[config.mk]
export PLATFORM = sky130hd
export DESIGN_NAME = sare_engine
export DESIGN_NICKNAME = d
export VERILOG_FILES = /design/src/design/sare_pkg.sv /design/src/design/sare_engine.sv
export SDC_FILE = /design/constraint.sdc
export NUM_CORES = 1
export LEC_CHECK = 0
export ABC_AREA = 1
export BUFFER_PORTS_ARGS = -buffer_cell sky130_fd_sc_hd__clkbuf_2
export CAP_MARGIN = 10
export CORE_ASPECT_RATIO = 0.5
export CORE_MARGIN = 4
export CORE_UTILIZATION = 52
export DETAILED_ROUTE_END_ITERATION = 7
export GPL_ROUTABILITY_DRIVEN = 0
export HOLD_SLACK_MARGIN = 0.03
export PLACE_DENSITY = 0.86
export SLEW_MARGIN = 10
export SYNTH_ARGS = -nofsm -noshare
export SYNTH_HDL_FRONTEND = slang
export SYNTH_SLANG_ARGS = --single-unit
[constraint.sdc]
create_clock -name i_clk_sys -period 1.7 [get_ports i_clk_sys]
set_input_delay 0.255 -clock i_clk_sys [delete_from_list [all_inputs] [get_ports i_clk_sys]]
set_output_delay 0.255 -clock i_clk_sys [all_outputs]
set_load 0.005 [all_outputs]
[src/design/sare_pkg.sv]
// Constants for the SDRAM activate and read engine.
// Assumes a single device clock shared with the command pins.
package sare_pkg;
    localparam int DQ_W      = 16;
    localparam int BANK_W    = 2;
    localparam int ROW_W     = 12;
    localparam int COL_W     = 8;
    localparam int NUM_BANKS = 4;
    // Command code is {cs_n, ras_n, cas_n, we_n}.
    localparam logic [3:0] CMD_LOAD_MODE  = 4'h0;
    localparam logic [3:0] CMD_PRECHARGE  = 4'h2;
    localparam logic [3:0] CMD_ACTIVE     = 4'h3;
    localparam logic [3:0] CMD_WRITE      = 4'h4;
    localparam logic [3:0] CMD_READ       = 4'h5;
    localparam logic [3:0] CMD_BURST_STOP = 4'h6;
    // Mode word and address field positions.
    localparam int BL_LSB   = 0;
    localparam int TYPE_BIT = 3;
    localparam int CL_LSB   = 4;
    localparam int AP_BIT   = 10;
    localparam logic [2:0] BL_1    = 3'h0;
    localparam logic [2:0] BL_2    = 3'h1;
    localparam logic [2:0] BL_4    = 3'h2;
    localparam logic [2:0] BL_8    = 3'h3;
    localparam logic [2:0] BL_FULL = 3'h7;
    localparam logic [2:0] CL_3    = 3'h3;
    localparam logic [ROW_W-1:0] MODE_RESET = 12'h020;
    localparam logic [COL_W-1:0] COL_LAST   = 8'hFF;
    localparam logic [COL_W-1:0] COL_FIRST  = 8'h00;
    typedef enum logic [1:0] {
        RS_IDLE  = 2'b01,
        RS_BURST = 2'b10
    } sare_state_type;
endpackage : sare_pkg

[src/design/sare_engine.sv]
// Row activation, mode capture and READ burst engine of an SDRAM device.
// Assumes the command pins are timed to i_clk_sys, and that the memory core
// returns i_core_data combinationally from the o_core_* address.
module sare_engine
    import sare_pkg::*;
(
    input  wire logic              i_clk_sys,       // Device clock
    input  wire logic              i_reset_n,       // Async reset, low
    input  wire logic              i_cs_n,          // Chip select, low
    input  wire logic              i_ras_n,         // Row strobe, low
    input  wire logic              i_cas_n,         // Column strobe, low
    input  wire logic              i_we_n,          // Write enable, low
    input  wire logic [BANK_W-1:0] i_bank,          // Bank select
    input  wire logic [ROW_W-1:0]  i_addr,          // Address bus
    input  wire logic              i_dqm,           // Byte mask, high
    input  wire logic [DQ_W-1:0]   i_core_data,     // Core read data
    output logic      [DQ_W-1:0]   o_dq,            // Read data out
    output logic                   o_dq_oe_n,       // Data drive, low
    output logic                   o_core_rd,       // Core read strobe
    output logic      [BANK_W-1:0] o_core_bank,     // Core bank
    output logic      [ROW_W-1:0]  o_core_row,      // Core row
    output logic      [COL_W-1:0]  o_core_col,      // Core column
    output logic [NUM_BANKS-1:0]   o_bank_open,     // Row open per bank
    output logic                   o_write_data_en, // Write element taken
    output logic                   o_write_invalid  // Unmasked truncation
);
    sare_state_type   state_q;
    logic [ROW_W-1:0] mode_q;
    logic [COL_W-1:0] start_q;
    logic [COL_W-1:0] k_q;
    logic             ap_q;
    logic             dqm_q;
    logic             pipe_v_q;
    logic [DQ_W-1:0]  pipe_d_q;
    logic [ROW_W-1:0] row_q [NUM_BANKS];

    function automatic logic [COL_W-1:0] burst_mask(input logic [2:0] bl);
        case (bl)
            BL_2:    burst_mask = 8'h01;
            BL_4:    burst_mask = 8'h03;
            BL_8:    burst_mask = 8'h07;
            BL_FULL: burst_mask = 8'hFF;
            default: burst_mask = 8'h00;
        endcase
    endfunction

    function automatic logic [COL_W-1:0] burst_col(
        input logic [COL_W-1:0] start,
        input logic [COL_W-1:0] k,
        input logic [COL_W-1:0] msk,
        input logic             ilv
    );
        logic [COL_W-1:0] sum;
        sum = start + k;
        burst_col = ilv ? (start ^ k) : ((start & ~msk) | (sum & msk));
    endfunction

    wire [3:0] cmd_w      = {i_cs_n, i_ras_n, i_cas_n, i_we_n};
    wire cmd_act_w        = cmd_w == CMD_ACTIVE;
    wire cmd_rd_w         = cmd_w == CMD_READ;
    wire cmd_wr_w         = cmd_w == CMD_WRITE;
    wire cmd_pre_w        = cmd_w == CMD_PRECHARGE;
    wire cmd_bst_w        = cmd_w == CMD_BURST_STOP;
    wire cmd_lmr_w        = cmd_w == CMD_LOAD_MODE;
    wire idle_cmd_w       = !(cmd_act_w | cmd_rd_w | cmd_wr_w | cmd_pre_w |
                              cmd_bst_w | cmd_lmr_w);
    wire [2:0] bl_w       = mode_q[BL_LSB +: 3];
    wire       ilv_w      = mode_q[TYPE_BIT];
    wire       cl3_w      = mode_q[CL_LSB +: 3] == CL_3;
    wire [COL_W-1:0] mask_w = burst_mask(bl_w);
    wire       full_w     = bl_w == BL_FULL;
    wire       busy_w     = state_q == RS_BURST;
    wire       last_w     = busy_w && (k_q == mask_w) && !full_w;
    wire       pre_hit_w  = cmd_pre_w &&
                            (i_addr[AP_BIT] || i_bank == o_core_bank);
    wire       stop_w     = cmd_wr_w || cmd_bst_w || pre_hit_w;
    wire [COL_W-1:0] start_col_w = i_addr[COL_W-1:0];
    wire       rd_single_w = cmd_rd_w && (mask_w == COL_FIRST) && !full_w;
    wire       ap_close_w = busy_w && ap_q && (last_w || cmd_rd_w || cmd_wr_w);
    wire       ap_now_w   = rd_single_w && i_addr[AP_BIT];
    wire [COL_W-1:0] next_col_w = burst_col(start_q, k_q, mask_w, ilv_w);
    wire             src_v_w = cl3_w ? pipe_v_q : o_core_rd;
    wire [DQ_W-1:0]  src_d_w = cl3_w ? pipe_d_q : i_core_data;
    wire             out_busy_w = o_core_rd || pipe_v_q || !o_dq_oe_n;

    always_ff @(posedge i_clk_sys or negedge i_reset_n) begin
        if (!i_reset_n) begin
            mode_q <= MODE_RESET;
        end else if (cmd_lmr_w) begin
            mode_q <= i_addr;
        end
    end

    always_ff @(posedge i_clk_sys or negedge i_reset_n) begin
        if (!i_reset_n) begin
            state_q     <= RS_IDLE;
            start_q     <= '0;
            k_q         <= '0;
            ap_q        <= 1'b0;
            o_core_rd   <= 1'b0;
            o_core_bank <= '0;
            o_core_row  <= '0;
            o_core_col  <= '0;
        end else if (cmd_rd_w) begin
            state_q     <= rd_single_w ? RS_IDLE : RS_BURST;
            start_q     <= start_col_w;
            k_q         <= 8'h01;
            ap_q        <= i_addr[AP_BIT];
            o_core_rd   <= 1'b1;
            o_core_bank <= i_bank;
            o_core_row  <= row_q[i_bank];
            o_core_col  <= start_col_w;
        end else if (stop_w || !busy_w) begin
            state_q   <= RS_IDLE;
            o_core_rd <= 1'b0;
        end else begin
            state_q    <= last_w ? RS_IDLE : RS_BURST;
            k_q        <= k_q + 8'h01;
            o_core_rd  <= 1'b1;
            o_core_col <= next_col_w;
        end
    end

    always_ff @(posedge i_clk_sys or negedge i_reset_n) begin
        if (!i_reset_n) begin
            pipe_v_q <= 1'b0;
            pipe_d_q <= '0;
            o_dq     <= '0;
        end else begin
            pipe_v_q <= o_core_rd && !cmd_wr_w;
            pipe_d_q <= i_core_data;
            o_dq     <= src_d_w;
        end
    end

    always_ff @(posedge i_clk_sys or negedge i_reset_n) begin
        if (!i_reset_n) begin
            dqm_q     <= 1'b1;
            o_dq_oe_n <= 1'b1;
        end else begin
            dqm_q     <= i_dqm;
            o_dq_oe_n <= cmd_wr_w || !(src_v_w && !dqm_q);
        end
    end

    always_ff @(posedge i_clk_sys or negedge i_reset_n) begin
        if (!i_reset_n) begin
            o_write_invalid <= 1'b0;
            o_write_data_en <= 1'b0;
        end else begin
            o_write_invalid <= cmd_wr_w && !dqm_q && out_busy_w;
            o_write_data_en <= cmd_wr_w && !i_dqm;
        end
    end
    for (genvar b = 0; b < NUM_BANKS; b++) begin : g_bank
        wire bsel_w = i_bank == BANK_W'(b);
        wire ap_b_w = (ap_close_w && o_core_bank == BANK_W'(b)) ||
                      (ap_now_w && bsel_w);
        always_ff @(posedge i_clk_sys or negedge i_reset_n) begin
            if (!i_reset_n) begin
                o_bank_open[b] <= 1'b0;
                row_q[b]       <= '0;
            end else if (cmd_act_w && bsel_w) begin
                o_bank_open[b] <= 1'b1;
                row_q[b]       <= i_addr;
            end else if (ap_b_w ||
                         (cmd_pre_w && (i_addr[AP_BIT] || bsel_w))) begin
                o_bank_open[b] <= 1'b0;
            end
        end
    end

    property p_cl2_first;
        @(posedge i_clk_sys) disable iff (!i_reset_n)
        cmd_rd_w && !cl3_w && !i_dqm ##1 !cmd_wr_w
        |=> !o_dq_oe_n && o_dq == $past(i_core_data);
    endproperty
    a_cl2_first: assert property (p_cl2_first)
        else $error("latency two first element not driven");

    property p_cl3_first;
        @(posedge i_clk_sys) disable iff (!i_reset_n)
        cmd_rd_w && cl3_w ##1 !cmd_wr_w && !i_dqm ##1 !cmd_wr_w
        |=> !o_dq_oe_n;
    endproperty
    a_cl3_first: assert property (p_cl3_first)
        else $error("latency three first element not driven");

    property p_mask;
        @(posedge i_clk_sys) disable iff (!i_reset_n)
        i_dqm |=> ##1 o_dq_oe_n;
    endproperty
    a_mask: assert property (p_mask)
        else $error("mask did not float output two clocks on");

    property p_wr_hiz;
        @(posedge i_clk_sys) disable iff (!i_reset_n)
        cmd_wr_w |=> o_dq_oe_n && !o_core_rd;
    endproperty
    a_wr_hiz: assert property (p_wr_hiz)
        else $error("output driven after WRITE");

    property p_wr_invalid;
        @(posedge i_clk_sys) disable iff (!i_reset_n)
        cmd_wr_w && !dqm_q && !o_dq_oe_n |=> o_write_invalid;
    endproperty
    a_wr_invalid: assert property (p_wr_invalid)
        else $error("unmasked truncating WRITE not flagged");

    property p_end_hiz;
        @(posedge i_clk_sys) disable iff (!i_reset_n)
        cmd_rd_w && bl_w == BL_1 ##1 idle_cmd_w [*3] |=> o_dq_oe_n;
    endproperty
    a_end_hiz: assert property (p_end_hiz)
        else $error("output still driven after burst end");

    property p_wrap;
        @(posedge i_clk_sys) disable iff (!i_reset_n)
        busy_w && full_w && o_core_col == COL_LAST && idle_cmd_w
        |=> o_core_rd && o_core_col == COL_FIRST;
    endproperty
    a_wrap: assert property (p_wrap)
        else $error("full page burst did not wrap to column zero");

    property p_any_read;
        @(posedge i_clk_sys) disable iff (!i_reset_n)
        cmd_rd_w |=> o_core_rd && o_core_col == $past(i_addr[COL_W-1:0])
                     && o_core_bank == $past(i_bank);
    endproperty
    a_any_read: assert property (p_any_read)
        else $error("READ not started on its cycle");

    property p_stop;
        @(posedge i_clk_sys) disable iff (!i_reset_n)
        cmd_bst_w || pre_hit_w |=> !o_core_rd;
    endproperty
    a_stop: assert property (p_stop)
        else $error("burst kept issuing after terminate");

    property p_ap_close;
        @(posedge i_clk_sys) disable iff (!i_reset_n)
        last_w && ap_q && !cmd_act_w |=> !o_bank_open[$past(o_core_bank)];
    endproperty
    a_ap_close: assert property (p_ap_close)
        else $error("auto precharge left row open");

    property p_pre_close;
        @(posedge i_clk_sys) disable iff (!i_reset_n)
        cmd_pre_w |=> !o_bank_open[$past(i_bank)];
    endproperty
    a_pre_close: assert property (p_pre_close)
        else $error("PRECHARGE left row open");

    c_cl3_burst: cover property (@(posedge i_clk_sys)
        cmd_rd_w && cl3_w && bl_w == BL_4 ##3 !o_dq_oe_n);
    c_wrap: cover property (@(posedge i_clk_sys)
        busy_w && full_w && o_core_col == COL_LAST ##1 o_core_rd);
    c_wr_trunc: cover property (@(posedge i_clk_sys)
        o_core_rd && i_dqm ##2 cmd_wr_w);
endmodule : sare_engine

==> impl_metrics.tcl <==
set metrics [dict create \
    synth_top_area_share_pct 54.7 \
    peakVddDrop_mv 0.800 \
    die_x_um 162 \
    final-hold-violation-count 0 \
    synth_largest_area_cell "dfrtp_1" \
    status "finished, violations left" \
    violations "DRC, setup timing" \
    min_path_type "primary input to register" \
    slew_violations 0 \
    ys.warnings.count 0 \
    final_nets 879 \
    via_per_inst 5.73 \
    post-route-period-util_pct 100 \
    syn_nets 750 \
    fmax_mhz 587 \
    min_to "start_q[2]" \
    setup_viol 1 \
    clockBufferDepth 2 \
    insertedDiodeCount 0 \
    rows 27 \
    slew_headroom_pct 66.3 \
    clock-sinks 138 \
    insertion_delay_ns 0.43 \
    reg2regPathDepth 6 \
    grt_usage_pct 27.7 \
    start_util_pct 54.5 \
    drt_iter0_markers 590 \
    cp.arrival_ns 1.99 \
    pin_count 83 \
    path_clk_slew_ns 0.06 \
    timing.setup.tns_ns -0.00498 \
    root_buffer "clkbuf_16" \
    detail-route-antenna-nets 0 \
    grt_start_max_net_pins 62 \
    powerDensity_mw_per_mm2 1290 \
    first_pass_iters 8 \
    reg2reg_from "k_q[2]" \
    areaGrowthSynthToFinish_pct 27.3 \
    hold_path_depth 3 \
    place_area_mm2 0.00689 \
    post_synth_instance_area_mm2 0.00613 \
    multiInputGateArea_mm2 0.00237 \
    synth.distinct_cells 35 \
    yosysSeqAreaShare_pct 56.4 \
    worst-path-max-fanout 5 \
    drv_cap 0 \
    drc 7 \
    dp_slack_ns 0.0618 \
    critPathLaunchType "register" \
    synth-seq-cells 138 \
    min-delay-start "i_addr[2]" \
    die_area_mm2 0.0137 \
    p_leak_nw 4.03 \
    cts-buffers-inserted 17 \
    layout_setup_ws_ns -0.00498 \
    nFillCells 708 \
    critical_path.endpoint_type "register" \
    cts_tree "built" \
    antenna_found_initial 0 \
    required_ns 1.98 \
    wire_per_inst_um 18.4 \
    portBuffers 82 \
    clock_skew_ns 0.00972 \
    rsz0062_at_grt "yes" \
    synthTopCellsByArea "dfrtp_1 55%, nand2_1 16%, o21ai_0 5.1%, inv_1 3.9%, mux2_2 2.9%" \
    overflow 0 \
    hpwl_mm 10.8 \
    drive_above_1_share_pct 23.3 \
    cts.htree.levels 4 \
    tightest_slew_ns 0.501 \
    design_area_mm2 0.00780 \
    r2r_setup_slack_ns -0.005 \
    wl_mm 18.5 \
    avgSynthCellArea_um2 8.71 \
    rr_endpoint "k_q[3]" \
    die_y_um 84.8 \
    coreArea_mm2 0.0112 \
    fin_util_pct 69.4 \
    period_needed_ns 1.70 \
    grt_first_pass_wirelength_mm 29.5 \
    critPathKind "register to register" \
    regArea_mm2 0.00346 \
    via_count 5758 \
    first_global_vias 5845 \
    synthCells 704 \
]
-- layout by cell type, fill, tap and decap left out, drive strengths merged --
master | Yosys | final
xnor2 | 3 | 3
clkinvlp | 0 | 2
ha | 8 | 8
dfrtp | 134 | 134
fa | 1 | 1
nor3 | 4 | 4
or2 | 2 | 2
buf | 10 | 31
o21ai | 71 | 71
clkinv | 1 | 5
o211ai | 2 | 2
nand3b | 2 | 2
dfstp | 4 | 4
clkbuf | 10 | 100
xor2 | 4 | 4
nand3 | 35 | 35
inv | 67 | 69
nand2 | 261 | 261
nand4 | 18 | 18
a211oi | 1 | 1
bufinv | 0 | 5
a21oi | 14 | 14
o21bai | 2 | 2
dlygate4sd3 | 0 | 18
nor2 | 32 | 32
a31o | 1 | 1
o31ai | 1 | 1
mux2 | 16 | 16
-- Yosys cell counts, drive strengths merged --
cell / n
nand3b: 2
mux2: 16
xor2: 4
o211ai: 2
o31ai: 1
inv: 67
nor2: 32
clkbuf: 10
ha: 8
xnor2: 3
or2: 2
dfrtp: 134
nand4: 18
fa: 1
nand3: 35
o21bai: 2
clkinv: 1
o21ai: 71
a211oi: 1
a31o: 1
a21oi: 14
nor3: 4
nand2: 261
dfstp: 4
buf: 10
-- where the power goes --
group	switching, mW	total, mW	internal [mW]
clock network	1.50	4.19	2.69
registers	0.352	4.14	3.79
logic	1.03	1.76	0.720
-- timing repair --
| item | 4_1_cts | 5_1_grt |
|---|---|---|
| pin swaps | 0 | 4 |
| hold buffers | 18 | 0 |
| setup buffers | 1 | 1 |
| gates resized for setup | 1 | 17 |
| endpoints found under the setup margin | 1 | 16 |
| hold endpoints to repair | 48 | 0 |
-- area by class of cell --
type	instances	share of cell area, %
tap	159	2.55
clock inverter	13	2.74
timing repair buffer	130	10.9
clock buffer	19	5.81
sequential	138	44.3
multi-input combinational	478	30.4
inverter	68	3.30
-- state kept, by name, summed over array words and instances, names as in the netlist --
register,cells
mode_q,7
start_q,8
dqm_q,1
row_q,48
k_q,8
o_core_bank,2
o_core_row,12
o_dq,16
o_core_rd,1
o_core_col,8
o_dq_oe_n,1
ap_q,1
o_bank_open,4
o_write_invalid,1
pipe_d_q,16
o_write_data_en,1
state_q,2
pipe_v_q,1
-- routing by layer --
metal  GRT usage, %  wire length [um]
met1           33.0              6810
met2           44.8              8860
met3           7.75              1630
met5              0                 0
met4           17.7              1210
-- logic make-up after synthesis --
kind of cell / synth area share (%)
flip-flops: 56.4
multiplexers: 2.94
buffers and inverters: 5.63
AO/OA/AOI/OAI: 7.88
AND/OR/NAND/NOR: 24.2
adder cells (fa/ha/maj): 1.96
XOR/XNOR: 1.00
-- per-stage QoR --
step,hold slack (ns),cells,power [mW]
after floorplan,-0.0406,704,5.04
after global placement,0.156,953,5.60
after detailed placement,0.164,953,5.70
after CTS,0.0715,1004,9.95
after global routing,0.117,1005,10.5
final,0.0892,1005,10.1
-- critical path, cell delays in order, from the launching register on --
cell and delay [ns]:
dfrtp_1 0.47, inv_1 0.14, nor3_1 0.47, xor2_1 0.21, nor2_1 0.06, nand2_1 0.08, o21ai_0 0.13
-- worst max-delay path by stage --
stage                from       endpoint  slack, ns  depth (start not counted)
2_1_floorplan      k_q[0]  o_core_col[2]       0.08                          9
3_3_place_gp   start_q[0]  o_core_col[2]       0.08                          9
3_5_place_dp   start_q[0]  o_core_col[2]       0.06                          9
4_1_cts        start_q[0]  o_core_col[6]       0.02                         11
5_1_grt            k_q[2]  o_core_col[7]      -0.09                          9
6_report           k_q[2]         k_q[3]     -0.005                          6
(Power assumes the default switching activity.)
